File: src/include/overload_pkg.sv
// Package: constants and types for the overload duration integrator
package overload_pkg;
   // Accumulator width, ceiling and reset value
   localparam int ACC_WIDTH = 16;
   localparam logic [15:0] ACC_MAX = 16'hffff;
   localparam logic [15:0] ACC_RESET = 16'h0000;
   // One time unit, in microseconds, and its length in clock cycles
   localparam int TICK_US = 1000;
   localparam int CLK_MHZ = 200;
   localparam int TICK_CYCLES = TICK_US * CLK_MHZ;
   localparam logic [15:0] LIMIT_DEFAULT = 16'h03e8;
   typedef enum logic [1:0] {
      ST_IDLE = 2'b00,
      ST_LOAD = 2'b01,
      ST_DECAY = 2'b11,
      ST_ALARM = 2'b10
   } phase_t;
endpackage

File: src/include/tick_if.sv
// Interface: time-unit tick between divider and integrator
`timescale 1ns/1ps
interface tick_if;
   logic tick;
   modport source (output tick);
   modport sink (input tick);
endinterface

File: src/logic/overload_duration_integrator.sv
// Overload duration integrator: up/down timer with indication and alarm
`timescale 1ns/1ps
// How it works
// - Overload drives indication on and counts accumulator up each time unit.
// - Alarm rises once accumulator reaches configured limit.
// - Overload ending before alarm drops the indication output.
// - Outside overload the accumulator counts down, never cleared.
// - Overload returning resumes counting from residual value, tripping sooner.
// - Any alarm: high alarm on, low alarm off, motor stopped.
module overload_duration_integrator
   import overload_pkg::*;
#(
   parameter int TICK_LEN = TICK_CYCLES,
   parameter logic [15:0] ALARM_LIMIT = LIMIT_DEFAULT
) (
   input wire logic core_clk,
   input wire logic sys_rst,
   input wire logic overloadIn,
   input wire logic otherAlarmIn,
   input wire logic alarmResetIn,
   output logic overloadIndicationOut,
   output logic alarmOutActiveHigh,
   output logic alarmOutActiveLow_n,
   output logic motorStop,
   output logic [15:0] accValue
);
   // ==========================================
   // Input synchronisers
   logic [2:0] ovlSync;
   logic [2:0] othSync;
   logic [2:0] rstSync;
   logic ovl;
   logic oth;
   logic rstLvl;
   logic rstPrev;

   always_ff @(posedge core_clk) begin
      if (sys_rst) begin
         ovlSync <= 3'h0;
         othSync <= 3'h0;
         rstSync <= 3'h0;
      end else begin
         ovlSync <= {ovlSync[1:0], overloadIn};
         othSync <= {othSync[1:0], otherAlarmIn};
         rstSync <= {rstSync[1:0], alarmResetIn};
      end
   end

   // Level changes only when stages two and three agree
   always_ff @(posedge core_clk) begin
      if (sys_rst) begin
         ovl <= 1'b0;
         oth <= 1'b0;
         rstLvl <= 1'b0;
         rstPrev <= 1'b0;
      end else begin
         if (ovlSync[1] == ovlSync[2]) ovl <= ovlSync[2];
         if (othSync[1] == othSync[2]) oth <= othSync[2];
         if (rstSync[1] == rstSync[2]) rstLvl <= rstSync[2];
         rstPrev <= rstLvl;
      end
   end

   wire logic resetEdge = rstLvl & ~rstPrev;

   // ==========================================
   // Time base
   tick_if tk ();
   tick_divider #(.TICK_LEN(TICK_LEN)) u_div (
      .core_clk(core_clk),
      .sys_rst(sys_rst),
      .tk(tk)
   );

   // ==========================================
   // Accumulator
   logic [15:0] acc;
   logic [15:0] next_acc;
   phase_t phase;
   logic alarmLatched;

   always_comb begin
      next_acc = acc;
      if (tk.tick) begin
         if (ovl) begin
            if (acc != ACC_MAX) next_acc = acc + 16'h0001;
         end else if (acc != ACC_RESET) begin
            next_acc = acc - 16'h0001;
         end
      end
   end

   always_ff @(posedge core_clk) begin
      if (sys_rst) acc <= ACC_RESET;
      else acc <= next_acc;
   end

   // ==========================================
   // Phase tracking
   always_ff @(posedge core_clk) begin
      if (sys_rst) begin
         phase <= ST_IDLE;
      end else begin
         case (phase)
            ST_IDLE: begin
               if (ovl) phase <= ST_LOAD;
            end
            ST_LOAD: begin
               if (acc >= ALARM_LIMIT) phase <= ST_ALARM;
               else if (!ovl) phase <= ST_DECAY;
            end
            ST_DECAY: begin
               if (ovl) phase <= ST_LOAD;
               else if (acc == ACC_RESET) phase <= ST_IDLE;
            end
            ST_ALARM: begin
               if (!alarmLatched) phase <= ovl ? ST_LOAD : ST_DECAY;
            end
            default: phase <= ST_IDLE;
         endcase
      end
   end

   // ==========================================
   // Alarm latch; a new cause wins over a reset edge
   wire logic alarmCause = (acc >= ALARM_LIMIT) | oth;

   always_ff @(posedge core_clk) begin
      if (sys_rst) alarmLatched <= 1'b0;
      else if (alarmCause) alarmLatched <= 1'b1;
      else if (resetEdge) alarmLatched <= 1'b0;
   end

   // ==========================================
   // Outputs, all registered
   always_ff @(posedge core_clk) begin
      if (sys_rst) begin
         overloadIndicationOut <= 1'b0;
         alarmOutActiveHigh <= 1'b0;
         alarmOutActiveLow_n <= 1'b1;
         motorStop <= 1'b0;
         accValue <= ACC_RESET;
      end else begin
         overloadIndicationOut <= ovl;
         alarmOutActiveHigh <= alarmLatched;
         alarmOutActiveLow_n <= ~alarmLatched;
         motorStop <= alarmLatched;
         accValue <= acc;
      end
   end

   // ==========================================
   // Checks
   // Ticks run free from reset, so the first rise may land a time unit late
   chk_acc_rises: assert property (@(posedge core_clk)
      disable iff (sys_rst)
      (tk.tick && ovl && acc != ACC_MAX) |=> acc == $past(acc) + 16'h0001)
      else $error("accumulator did not rise in overload");

   chk_acc_holds: assert property (@(posedge core_clk) disable iff (sys_rst)
      !tk.tick |=> $stable(acc))
      else $error("accumulator moved without tick");

   chk_ind_follows: assert property (@(posedge core_clk) disable iff (sys_rst)
      ovl |=> overloadIndicationOut)
      else $error("indication not set in overload");

   chk_alarm_trip: assert property (@(posedge core_clk) disable iff (sys_rst)
      (acc >= ALARM_LIMIT) |=> ##1 alarmOutActiveHigh)
      else $error("alarm not raised at limit");

   // An alarm that rises without a cause would trip the motor too early
   chk_alarm_cause: assert property (@(posedge core_clk) disable iff (sys_rst)
      $rose(alarmLatched) |-> $past(alarmCause))
      else $error("alarm latched without a cause");

   // Set wins: a reset edge never clears while a cause still stands
   chk_alarm_held: assert property (@(posedge core_clk) disable iff (sys_rst)
      (alarmLatched && alarmCause) |=> alarmLatched)
      else $error("alarm cleared while its cause stood");

   chk_ind_drops: assert property (@(posedge core_clk) disable iff (sys_rst)
      !ovl |=> !overloadIndicationOut)
      else $error("indication not dropped");

   chk_acc_decays: assert property (@(posedge core_clk) disable iff (sys_rst)
      (tk.tick && !ovl && acc != ACC_RESET) |=> acc == $past(acc) - 16'h0001)
      else $error("accumulator did not decay");

   // Leaving overload must never wipe the residual count in one step
   chk_no_clear: assert property (@(posedge core_clk) disable iff (sys_rst)
      (acc > 16'h0001) |=> acc != ACC_RESET)
      else $error("accumulator cleared instead of decaying");

   chk_alarm_pins: assert property (@(posedge core_clk) disable iff (sys_rst)
      alarmOutActiveHigh == !alarmOutActiveLow_n && motorStop == alarmOutActiveHigh)
      else $error("alarm outputs disagree");

   chk_other_trip: assert property (@(posedge core_clk) disable iff (sys_rst)
      oth |=> ##1 alarmOutActiveHigh)
      else $error("other alarm cause not shown");

   chk_acc_floor: assert property (@(posedge core_clk) disable iff (sys_rst)
      (tk.tick && !ovl && acc == ACC_RESET) |=> acc == ACC_RESET)
      else $error("accumulator wrapped below zero");

   // Reaching the top takes 65535 time units; only long runs get there
   chk_acc_ceiling: assert property (@(posedge core_clk) disable iff (sys_rst)
      (acc == ACC_MAX && ovl) |=> acc == ACC_MAX)
      else $error("accumulator wrapped above max");

   // ==========================================
   // Coverage of the main scenarios
   cov_trip: cover property (@(posedge core_clk) disable iff (sys_rst)
      $rose(alarmOutActiveHigh));
   cov_resume: cover property (@(posedge core_clk) disable iff (sys_rst)
      phase == ST_DECAY ##1 phase == ST_LOAD);
   cov_decay_empty: cover property (@(posedge core_clk) disable iff (sys_rst)
      phase == ST_DECAY ##1 phase == ST_IDLE);
   cov_refused_reset: cover property (@(posedge core_clk) disable iff (sys_rst)
      resetEdge && alarmCause);
   cov_other_cause: cover property (@(posedge core_clk) disable iff (sys_rst)
      $rose(oth));
endmodule

File: src/logic/tick_divider.sv
// Divider that produces one tick pulse per time unit
`timescale 1ns/1ps
module tick_divider
   import overload_pkg::*;
#(
   parameter int TICK_LEN = TICK_CYCLES
) (
   input wire logic core_clk,
   input wire logic sys_rst,
   tick_if.source tk
);
   logic [31:0] count;
   logic tickReg;

   always_ff @(posedge core_clk) begin
      if (sys_rst) begin
         count <= 32'h00000000;
         tickReg <= 1'b0;
      end else if (count == 32'(TICK_LEN - 1)) begin
         count <= 32'h00000000;
         tickReg <= 1'b1;
      end else begin
         count <= count + 32'h00000001;
         tickReg <= 1'b0;
      end
   end

   assign tk.tick = tickReg;
endmodule

File: config.mk
export PLATFORM = sky130hd
export DESIGN_NAME = overload_duration_integrator
export DESIGN_NICKNAME = d
export VERILOG_FILES = /design/src/include/overload_pkg.sv /design/src/include/tick_if.sv /design/src/logic/overload_duration_integrator.sv /design/src/logic/tick_divider.sv
export SDC_FILE = /design/constraint.sdc
export NUM_CORES = 1
export LEC_CHECK = 0
export ABC_AREA = 1
export BUFFER_PORTS_ARGS = -buffer_cell sky130_fd_sc_hd__buf_2
export CORE_ASPECT_RATIO = 0.75
export CORE_MARGIN = 10
export CORE_UTILIZATION = 50
export CTS_BUF_LIST = sky130_fd_sc_hd__clkbuf_16
export DETAILED_ROUTE_END_ITERATION = 7
export GPL_ROUTABILITY_DRIVEN = 1
export GPL_TIMING_DRIVEN = 0
export MAX_ROUTING_LAYER = met4
export PLACE_DENSITY = 0.68
export SYNTH_ARGS = -nofsm -noshare
export SYNTH_HDL_FRONTEND = slang
export SYNTH_SLANG_ARGS = --single-unit
File: constraint.sdc
create_clock -name core_clk -period 2 [get_ports core_clk]
set_clock_uncertainty 0.1 [all_clocks]
set_input_delay 0.2 -clock core_clk [delete_from_list [all_inputs] [get_ports core_clk]]
set_output_delay 0.2 -clock core_clk [all_outputs]
set_load 0.005 [all_outputs]
# Yosys cells after proc, flatten, opt, wreduce, memory -nomap -nowiden
# Cells that the tools add are included.
[classes]
addsub = 3
n_lt_le_gt_ge = 1
eq_ne = 6
muxes = 6
bitwise = 4
reduce_logical = 5
[op_table]
columns = ["cell", "n"]
rows = [
  ["$mux 16", 3],
  ["$add 32x1->32 const B", 1],
  ["$eq 32x18->1 const B", 1],
  ["$add 16x1->16 const B", 1],
  ["$ge 16x10->1 const B", 1],
  ["$ne 16x16->1 const B", 1],
  ["$reduce_bool 16->1", 1],
  ["$sub 16x1->16 const B", 1],
  ["$reduce_bool 2->1", 2],
  ["$eq 1x1->1", 3],
  ["$mux 1", 3],
  ["$reduce_and 3->1", 1],
  ["$ne 2x1->1 const B", 1],
  ["$not 1->1", 2],
  ["$reduce_or 2->1", 1],
  ["$and 1x1->1", 1],
  ["$or 1x1->1", 1],
]
[word_totals]
register_bits = 82
elab_cells = 40

# Longest topological paths before layout
# Gate-level depths: netlist of run 1.
[logic_depth]
word_depth = 4
mapped_depth = 14

# Cells and area by module
# Synthesis of run 1 repeated with hierarchy kept, for this count alone.
[unflattened]
cells_unflattened = 701
hier_area_um2 = 4460.5
[modules_own_cells]
columns = ["module", "instances", "cells_each", "area_per_inst_um2", "seq_area_each_um2"]
rows = [
  ["overload_duration_integrator", 1, 397, 2603.7, 980.9],
  ["tick_divider", 1, 304, 1856.8, 660.6],
]

# Worst setup path after synthesis of run 1
# OpenSTA, ideal clock, no wires.
[synth_timing]
path_kind = "register to register"
startpoint = "reg ovl"
endpoint = "reg acc[15]"
setup_ps = 109
arrival_time_ps = 1599
required_ps = 1791
slack_ps = 193
stages_incl_launch_ff = 13
cell_sequence = "dfxtp_1 -> inv_2 -> ha_1 -> nand2_1 -> inv_1 -> nand2_1 -> nand2_1 -> a21oi_1 -> nand2_1 -> nand2_1 -> nand3_1 -> nand2_1 -> inv_1"
[synth_between]
elab_chain_cells = 2
word_cells_on_any_way = 4
classes_between = "eq/ne (1); mux (1); reduce/logical (2)"
[synth_lines]
columns = ["item", "line", "rtl"]
rows = [
  ["start, declared", "overload_duration_integrator.sv:32", "logic ovl;"],
  ["start signal, assigned", "overload_duration_integrator.sv:57", "if (ovlSync[1] == ovlSync[2]) ovl <= ovlSync[2];"],
  ["$ne 2x1->1 (no source line) / $reduce_bool 2->1 (equally long branches)", "n/a", ""],
  ["$reduce_and 3->1 (no source line)", "n/a", ""],
  ["end signal, assigned", "overload_duration_integrator.sv:95", "else acc <= next_acc;"],
  ["end, declared", "overload_duration_integrator.sv:77", "logic [15:0] acc;"],
]
# Several ways; a longest one is shown, not always the timed one.
# A chain may end at the register's enable or synchronous reset.

# Final worst setup path of run 1
[layout_timing]
startpoint = "reg ovl"
endpoint = "reg acc[12]"
# Same word-level chain as after synthesis.

==> results of run 1 <==
-- power by group through the flow --
stage / combinational (mW) / clock, mW / sequential (mW)
after global placement: 0.0678 / 0 / 1.69
final: 0.0755 / 1.60 / 1.65
after CTS: 0.0743 / 1.62 / 1.66
after global routing: 0.0858 / 1.70 / 1.65
after detailed placement: 0.0693 / 0 / 1.69
after floorplan: 0.0485 / 0 / 1.69
-- cell type report --
class | count | area, um^2
Inverter | 123 | 469.2
Fill cell | 864 | 3400
Buffer | 10 | 77.57
Sequential cell | 82 | 1645
Timing Repair Buffer | 26 | 145.1
Clock buffer | 9 | 225.2
Clock inverter | 7 | 62.56
Multi-Input combinational cell | 474 | 2440
Tap cell | 108 | 135.1
-- cell usage in the layout (no fill, tap or decap), types with 2 or more instances in the layout --
cell / instances
nand2_1: 189
inv_1: 122
nor2_1: 100
dfxtp_1: 81
a21oi_1: 41
nand3_1: 34
buf_2: 25
nor3_1: 18
nand4_1: 14
xor2_1: 9
ha_4: 9
clkbuf_16: 9
nor2_2: 7
or2_2: 6
nor3_2: 6
nand3_2: 5
xnor2_1: 5
o21ai_0: 5
nand2_2: 4
buf_6: 4
nand3b_1: 4
ha_1: 4
dlygate4sd3_1: 3
inv_2: 2
buf_4: 2
or2_0: 2
nor4_1: 2
ha_2: 2
clkinv_2: 2
clkinvlp_4: 2
-- final timing paths --
check / endpoint / startpoint
worst max-delay path: acc[12] / ovl
worst min-delay path: accValue[7] / sys_rst
worst max register to register: acc[12] / ovl
worst min register to register: ovlSync[1] / ovlSync[0]
-- cells by family after synthesis --
logic type | count (synthesis) | synth area share [%]
adders and majority gates | 16 | 4.647
DFF | 82 | 36.73
and+or+nand+nor | 394 | 38.02
xor gates and xnor gates | 14 | 2.744
AOI/OAI and AO/OA | 50 | 5.795
buffers and inverters | 133 | 12.07
-- state kept, by name (all words and copies together), names as in the netlist --
name	cells
u_div.count	32
accValue	16
acc	16
othSync	3
ovlSync	3
rstSync	3
alarmLatched	1
alarmOutActiveLow_n	1
motorStop	1
oth	1
overloadIndicationOut	1
ovl	1
rstLvl	1
rstPrev	1
u_div.tk.tick	1
-- worst max-delay path: cells and delay by family, from the launching register on --
kind	cells	cell delay [ns]
fa+ha+maj	1	0.39
buf+inv	2	0.14
flops	1	0.42
simple gates	6	0.75
-- timing repair --
action	in CTS	in global routing
endpoints found under the hold margin	3	0
setup buffers	0	0
gates cloned	0	0
resized for setup	4	23
pin swaps	0	0
hold buffers	3	0
setup endpoints to repair	11	16
-- through the flow --
step | power (mW) | setup TNS, ns
finish | 3.333 | 0
global route | 3.440 | -0.03864
CTS | 3.354 | 0
detailed placement | 1.761 | -1.112
global placement | 1.758 | -0.8539
floorplan | 1.737 | 0
-- cell usage after synthesis (all sizes together) --
library cell  number
a211oi             1
a21oi             42
a41oi              1
and2               1
buf                9
clkbuf             1
dfxtp             82
fa                 1
ha                15
inv              123
nand2            193
nand3             39
nand3b             4
nand4             14
nor2             108
nor3              24
nor3b              1
nor4               2
o211ai             1
o21ai              5
or2                8
xnor2              5
xor2               9
-- metal layers --
metal  up-vias  track usage (%)  wire length (um)
met5         -                -                 0
met4         0            3.923                79
met3        11            6.053              1230
met2       154            22.48              4489
met1      1938            28.72              6292
li1       2208                -                 -
==> impl_results.md, run 1 <==
* Routed Antenna Nets at 0
* Area after DPL at between 4000 and 5000 um^2
* Worst slew margin at between 50 and 60%
* Share of layout cells above drive strength 1 at approximately an eighth
* Avg WL per Cell at 14.41 um
* DRT Pass-1 Iters at 5
* Height of the die at approximately 100 um
* RSZ-0062 raised after global routing: yes
* Via/cell ratio at between 5 and 6
* Crit-path slowest cell: dfxtp_4
* Delay of the slowest critical-path stage at about 0.42 ns
* Worst-Skew Late Latency at around 0.33 ns
* Worst hold path type: in2reg
* Core footprint at about 8600 um^2
* Placed cells at 820
* Pwr Density at 641.0 nW/um^2
* First-pass GRT wire length at roughly 19,000 um
* DP HPWL at approximately 9200 um
* Final Cycle Share at ~95%
* Global route overflow at 0
* CTS tree: built
* Post-synth top area cell: dfxtp_1
* Post-Layout Inst Area at roughly 5200 um^2
* CP dominant cell by count: nand2_1
* Fin cells at approximately 840
* Initial core utilization at around half
* Clk network pwr share at roughly half
* Via count at between 4,000 and 5,000
* GPL Wtd Cong at roughly 0.95
* DIE AREA at roughly 13,000 um^2
* Final setup fails at 0
* Psw at 707.9 uW
* CTS clk-pin slew, worst paths at around 0.06 ns
* Fmax at 527.9 MHz
* Int Power at about 2.6 mW
* Status: finished clean
* CTS Sinks at 82
* P_leak at between 2 and 2.5 nW
* Total wire length at roughly 12,000 um
* Worst vdd ir at roughly 0.38 mV
* H-tree levels at 3
* Root buf cell: clkbuf_16
* Max cap viols at 0
* Drt drc at 0
* CTS Buffer Depth at 2
* Final min period at ~1.9 ns
* Largest net degree at the start of global routing at 17
* CP cell instances: inv_8 > ha_2 > nand2_1 > nor2_2 > nand2_1 > nand4_1 > nand3_1 > nand2_1 > inv_1
* Reg-to-reg slack, setup at ~0.11 ns
* CP Data Required Time at approximately 2.1 ns
* Sequential area share after synthesis at between 30% and 40%
* Vias in the first global route at 3,741
* Io pins at 25
* Reg2reg path depth at 9
* Fin util at slightly above 60%
* Port-buffer cells at 23
* Pre-CTS setup slack at -0.2013 ns
* Die width at ~130 um
* Cell count of the worst hold path at 2
* Hold WS at around 0.15 ns
* Critical Path Fanout Max at 16
* Crit path kind: reg2reg
* Arrival time at the worst endpoint at 2.03 ns
* Avg Synthesized Cell Area at 6.487 um^2
* Sequential Power Share at slightly below 50%
* Synth area leaders: dfxtp_1, nand2_1, inv_1, nor2_1, a21oi_1
* Synth cell types at 33
* Rows at 29
* DRT iter0 DRCs at 379
* Hold Violations, Final at 0
* Count of nets after finishing at between 700 and 800
* Area growth from synthesis to layout at 16.35%
* CP Launch Type: flop
* Syn. warnings at 0
* GRT Util Overall at a little under a fifth
* Net Sw Frac at a little over a fifth
* Initial antenna violation count at 0
* Synth Register Bits at slightly above 80
* Antenna cell count at 0
* Number of CTS-inserted buffers at 9
* Least-Margin Pin Slew at ~0.63 ns
* Cell area after synthesis at about 4500 um^2
* Final worst slack at 0.1058 ns
* Comb pwr share at under 10%
* Syn nets at 710
* Crit path capture type: flop
* Synth top area share at a little under two fifths
* Cells after Synth at 689
* Slew Viols, Final at 0
(Power assumes the default switching activity.)
==> inputs of run 2 (changes only) <==
SETUP_SLACK_MARGIN = 0.3   (was default)
==> impl_results.md, run 2 (synthesis results as in run 1) <==
* Status: finished clean
* CP dominant cell by count: nand2_1
* Routed Antenna Nets at 0
* Worst vdd ir at 0.4892 mV
* Reg-to-reg slack, setup at 0.13 ns
* Drt drc at 0
* DRT iter0 DRCs at approximately 500
* Net Sw Frac at around a fifth
* CP Data Required Time at about 2.1 ns
* RSZ-0062 raised after global routing: yes
* Area after DPL at between 4000 and 5000 um^2
* Max cap viols at 0
* Share of layout cells above drive strength 1 at 26.16%
* Setup crit end: acc[13]
* Fin util at between 60 and 70%
* Number of CTS-inserted buffers at 9
* Highest-count cells in the layout ignoring fill and taps: nand2_1, inv_1, nor2_1, dfxtp_1, a21oi_1
* CP startpoint: ovl
* Fin Setup TNS at 0 ns
* Pre-CTS setup slack at -0.08412 ns
* GPL Wtd Cong at approximately 0.95
* Avg WL per Cell at between 10 and 15 um
* Io pins at 25
* Hold Violations, Final at 0
* Max reg flops at 32
* DRT Pass-1 Iters at 5
* Final setup fails at 0
* CP Launch Type: flop
* Clk network pwr share at 49.5%
* Port-buffer cells at 23
* Largest registers: u_div.count (32), accValue (16), acc (16)
* Die width at between 100 and 150 um
* Pwr Density at 588.3 nW/um^2
* Initial core utilization at 51.97%
* Final min period at 1.875 ns
* Delay of the slowest critical-path stage at 0.45 ns
* Count of nets after finishing at between 700 and 800
* H-tree levels at 3
* Crit-path slowest cell: dfxtp_4
* CTS tree: built
* CTS clk-pin slew, worst paths at ~0.060 ns
* Total wire length at about 13,000 um
* Rows at 29
* Crit path capture type: flop
* Worst slew margin at 62.34%
* Via/cell ratio at between 5 and 6
* Area growth from synthesis to layout at 31.38%
* Slew Viols, Final at 0
* Hold WS at between 0.1 and 0.15 ns
* Worst-Skew Late Latency at 0.34 ns
* Core footprint at 8600 um^2
* Global route overflow at 0
* DP HPWL at about 9300 um
* Via count at approximately 4,500
* Antenna cell count at 0
* Crit path kind: reg2reg
* Initial antenna violation count at 0
* First-pass GRT wire length at approximately 20,000 um
* Sequential Power Share at 48.0%
* Biggest register: u_div.count
* GRT Util Overall at between 10% and 20%
* Worst hold path type: in2reg
* Reg2reg path depth at 13
* Capturing point of the worst reg2reg path: acc[13]
* Commonest non-fill, non-tap cell in the layout: nand2_1
* Vias in the first global route at roughly 4,000
* CP cell instances: clkinv_8 > ha_4 > buf_4 > nand2_4 > inv_2 > nand2_1 > nand2_2 > a21oi_4 > nand2_1 > nand2_1 > nand3_1 > nand2_1 > inv_1
* P_leak at roughly 2.6 nW
* Final worst slack at between 0.1 and 0.15 ns
* Int Power at approximately 2.8 mW
* Largest net degree at the start of global routing at 14
* Post-Layout Inst Area at 5872 um^2
* Critical Path Fanout Max at 8
* Final Cycle Share at between 90% and 100%
* CTS Sinks at between 80 and 90
* Comb pwr share at under 10%
* Height of the die at about 100 um
* Arrival time at the worst endpoint at approximately 2.0 ns
* Fmax at 533.4 MHz
* CTS Buffer Depth at 2
* Root buf cell: clkbuf_16
* Psw at slightly below 700 uW
* Worst reg2reg path startpoint: ovl
* Least-Margin Pin Slew at 0.5648 ns
* DIE AREA at approximately 13,000 um^2
run 2: changes by cell type in the layout (fill, tap and decap cells not counted), sizes merged:
cell      change
inv           -1
clkinv        +2
buf          +24
bufinv        +1
clkinvlp      -1
clkbuf        +1
run 2: area by class of cell:
type                       count  area, um^2
clock buffer                   9       225.2
clock inverter                 7       85.08
tap                          108       135.1
buffer                        10       92.59
timing repair inverter         1       16.27
inverter                     123       474.2
multi-input combinational    474        2828
sequential                    82        1662
timing repair buffer          51       354.1
fill                         718        2728
run 2: power groups by stage:
stage,sequential (mW),combinational (mW),clock [mW]
2_1_floorplan,1.69,0.0486,0
3_3_place_gp,1.69,0.0671,0
3_5_place_dp,1.69,0.0693,0
4_1_cts,1.65,0.0793,1.74
5_1_grt,1.66,0.0976,1.82
6_report,1.66,0.0872,1.71
run 2: worst min-delay path by stage:
| stage | startpoint | end | slack [ns] | depth (start not counted) |
|---|---|---|---|---|
| floorplan | otherAlarmIn | othSync[0] | 0.21 | 2 |
| global placement | ovlSync[0] | ovlSync[1] | 0.29 | 2 |
| detailed placement | ovlSync[0] | ovlSync[1] | 0.30 | 2 |
| CTS | sys_rst | accValue[1] | 0.13 | 2 |
| global route | sys_rst | accValue[11] | 0.17 | 2 |
| finish | sys_rst | accValue[3] | 0.14 | 2 |
run 2: metal layers:
layer	vias to the layer above	global-route usage [%]	wire length, um	share of wire, %
met3	11	5.846	1288	10
met5	-	-	0	0
met1	2049	29.58	6521	51
met4	0	3.836	108	0.85
li1	2259	-	-	-
met2	196	24.76	4842	38
run 2: timing repair:
action	in CTS	in global routing
resized for setup	59	74
hold endpoints to repair	3	0
gates cloned	1	1
setup endpoints to repair	45	48
buffers inserted	12	12
hold buffers	3	0
pin swaps	15	17
run 2: metrics by stage:
step	cells	power [mW]
6_report	865	3.455
5_1_grt	865	3.571
4_1_cts	852	3.473
3_5_place_dp	820	1.760
3_3_place_gp	820	1.757
2_1_floorplan	689	1.738
run 2: worst max-delay path: cells and delay by family, from the launching register on:
family / cells / cell delay [ns]
simple gates: 7 / 0.47
compound gates: 1 / 0.16
flops: 1 / 0.45
buf+inv: 4 / 0.34
fa+ha+maj: 1 / 0.25
==> inputs of run 3 (changes only) <==
RECOVER_POWER = 100   (was default)
==> impl_results.md, run 3 (synthesis results as in run 1) <==
* Largest registers: u_div.count (32), accValue (16), acc (16)
* DIE AREA at around 13,000 um^2
* Fmax at just over 500 MHz
* Biggest register: u_div.count
* Number of CTS-inserted buffers at 9
* Worst vdd ir at 0.4893 mV
* DR top layer: met4
* DRT iter0 DRCs at around 570
* Least-Margin Pin Slew at 0.6010 ns
* Via/cell ratio at 5.218
* Vias in the first global route at ~4,000
* HP Start: sys_rst
* Crit path capture type: flop
* Worst hold path type: in2reg
* Initial core utilization at around half
* Final setup fails at 0
* CTS tree: built
* Critical Path Fanout Max at 10
* Slew Viols, Final at 0
* Min-Delay Endpoint: accValue[3]
* Hold Violations, Final at 0
* CTS Buffer Depth at 2
* First-pass GRT wire length at 20,040 um
* Area after DPL at approximately 4700 um^2
* Avg WL per Cell at between 10 and 15 um
* Met3 wire length at about 1400 um
* CTS clk-pin slew, worst paths at 0.06 ns
* Initial antenna violation count at 0
* Fin util at between 60% and 70%
* Worst-Skew Late Latency at between 0.3 and 0.4 ns
* Max reg flops at 32
* Max cap viols at 0
* DP HPWL at 9274 um
* Root buf cell: clkbuf_16
* Global route overflow at 0
* Routed Antenna Nets at 0
* Share of layout cells above drive strength 1 at between 20% and 30%
* Port-buffer cells at 23
* Arrival time at the worst endpoint at between 2 and 2.5 ns
* Core footprint at around 8600 um^2
* Met1 WL at approximately 6500 um
* Post-Layout Inst Area at 5796 um^2
* Met2 wire length at between 4000 and 5000 um
* Total wire length at about 13,000 um
* Reg2reg path depth at 11
* GPL Wtd Cong at 0.9479
* Rows at 29
* CP Launch Type: flop
* Crit path kind: reg2reg
* Final Cycle Share at 97.52%
* P_leak at ~2.5 nW
* Highest-count cells in the layout ignoring fill and taps: nand2_1, inv_1, nor2_1, dfxtp_1, a21oi_1
* RSZ-0062 raised after global routing: yes
* Io pins at 25
* Commonest non-fill, non-tap cell in the layout: nand2_1
* Pwr Density at ~600 nW/um^2
* GRT Util Overall at 19.71%
* H-tree levels at 3
* Area growth from synthesis to layout at 29.68%
* Reg-to-reg slack, setup at just under 0.05 ns
* Via count at 4,514
* Largest net degree at the start of global routing at 14
* Final min period at approximately 2 ns
* Cell count of the worst hold path at 2
* Power Total at 3.455 mW
* Count of nets after finishing at slightly below 800
* Die width at around 130 um
* Antenna cell count at 0
* Height of the die at slightly above 100 um
* Drt drc at 0
* Status: finished clean
* CP Data Required Time at between 2 and 2.5 ns
* Capturing point of the worst reg2reg path: acc[2]
* CTS Sinks at 82
* DRT Pass-1 Iters at 5
* Worst slew margin at roughly three fifths
* Worst reg2reg path startpoint: ovl
-- run 3: cell types whose count changed in the layout (fill, tap and decap cells not counted), sizes merged --
cell and change:
clkbuf +23, buf -23, inv +1, clkinv -1
-- run 3: layout make-up --
type,count,area (um^2)
Fill cell,734,2804
Clock buffer,9,225.2
Sequential cell,82,1659
Timing Repair inverter,1,6.256
Multi-Input combinational cell,474,2803
Buffer,10,82.58
Clock inverter,7,85.08
Tap cell,108,135.1
Inverter,123,474.2
Timing Repair Buffer,51,325.3
-- run 3: metal layers --
layer | up-vias | GRT usage, %
met2 | 198 | 24.76
li1 | 2263 | -
met1 | 2042 | 29.58
met3 | 11 | 5.846
met4 | 0 | 3.836
met5 | - | -
-- run 3: worst max-delay path: stages, from the launching register on --
cell	delay [ns]
dfxtp_4	0.39
inv_4	0.19
buf_4	0.15
buf_6	0.08
nand2_1	0.04
nor2_1	0.14
nand3_2	0.11
clkbuf_1	0.17
nand3_4	0.09
clkbuf_4	0.24
nor2_1	0.08
a21oi_2	0.11
-- run 3: power breakdown --
part / internal, mW / switching [mW]
registers: 1.65 / 0.00943
clock network: 1.08 / 0.638
logic: 0.0305 / 0.0524
total: 2.75 / 0.700
-- run 3: repair_timing --
action / 4_1_cts / 5_1_grt
endpoints found under the hold margin: 3 / 0
resized for setup: 59 / 74
cloned: 1 / 1
setup endpoints to repair: 45 / 48
pin swaps: 15 / 17
buffers inserted: 12 / 12
hold buffers: 3 / 0
-- run 3: worst max path at each step --
stage,slack [ns],endpoint,startpoint,cells after the start
2_1_floorplan,0.30,acc[15],ovl,12
3_3_place_gp,-0.06,acc[11],ovl,9
3_5_place_dp,-0.08,acc[10],ovl,11
4_1_cts,0.18,acc[10],ovl,11
5_1_grt,-0.004,acc[0],ovl,11
6_report,0.05,acc[2],ovl,11
-- run 3: metrics by stage --
step	std cells	setup TNS [ns]	hold slack, ns	worst slack, ns
2_1_floorplan	689	0	0.2070	0.3042
3_3_place_gp	820	-0.1093	0.2941	-0.05563
3_5_place_dp	820	-0.1816	0.2970	-0.08412
4_1_cts	852	0	0.1295	0.1846
5_1_grt	865	-0.003781	0.3300	-0.003781
6_report	865	0	0.2976	0.04953
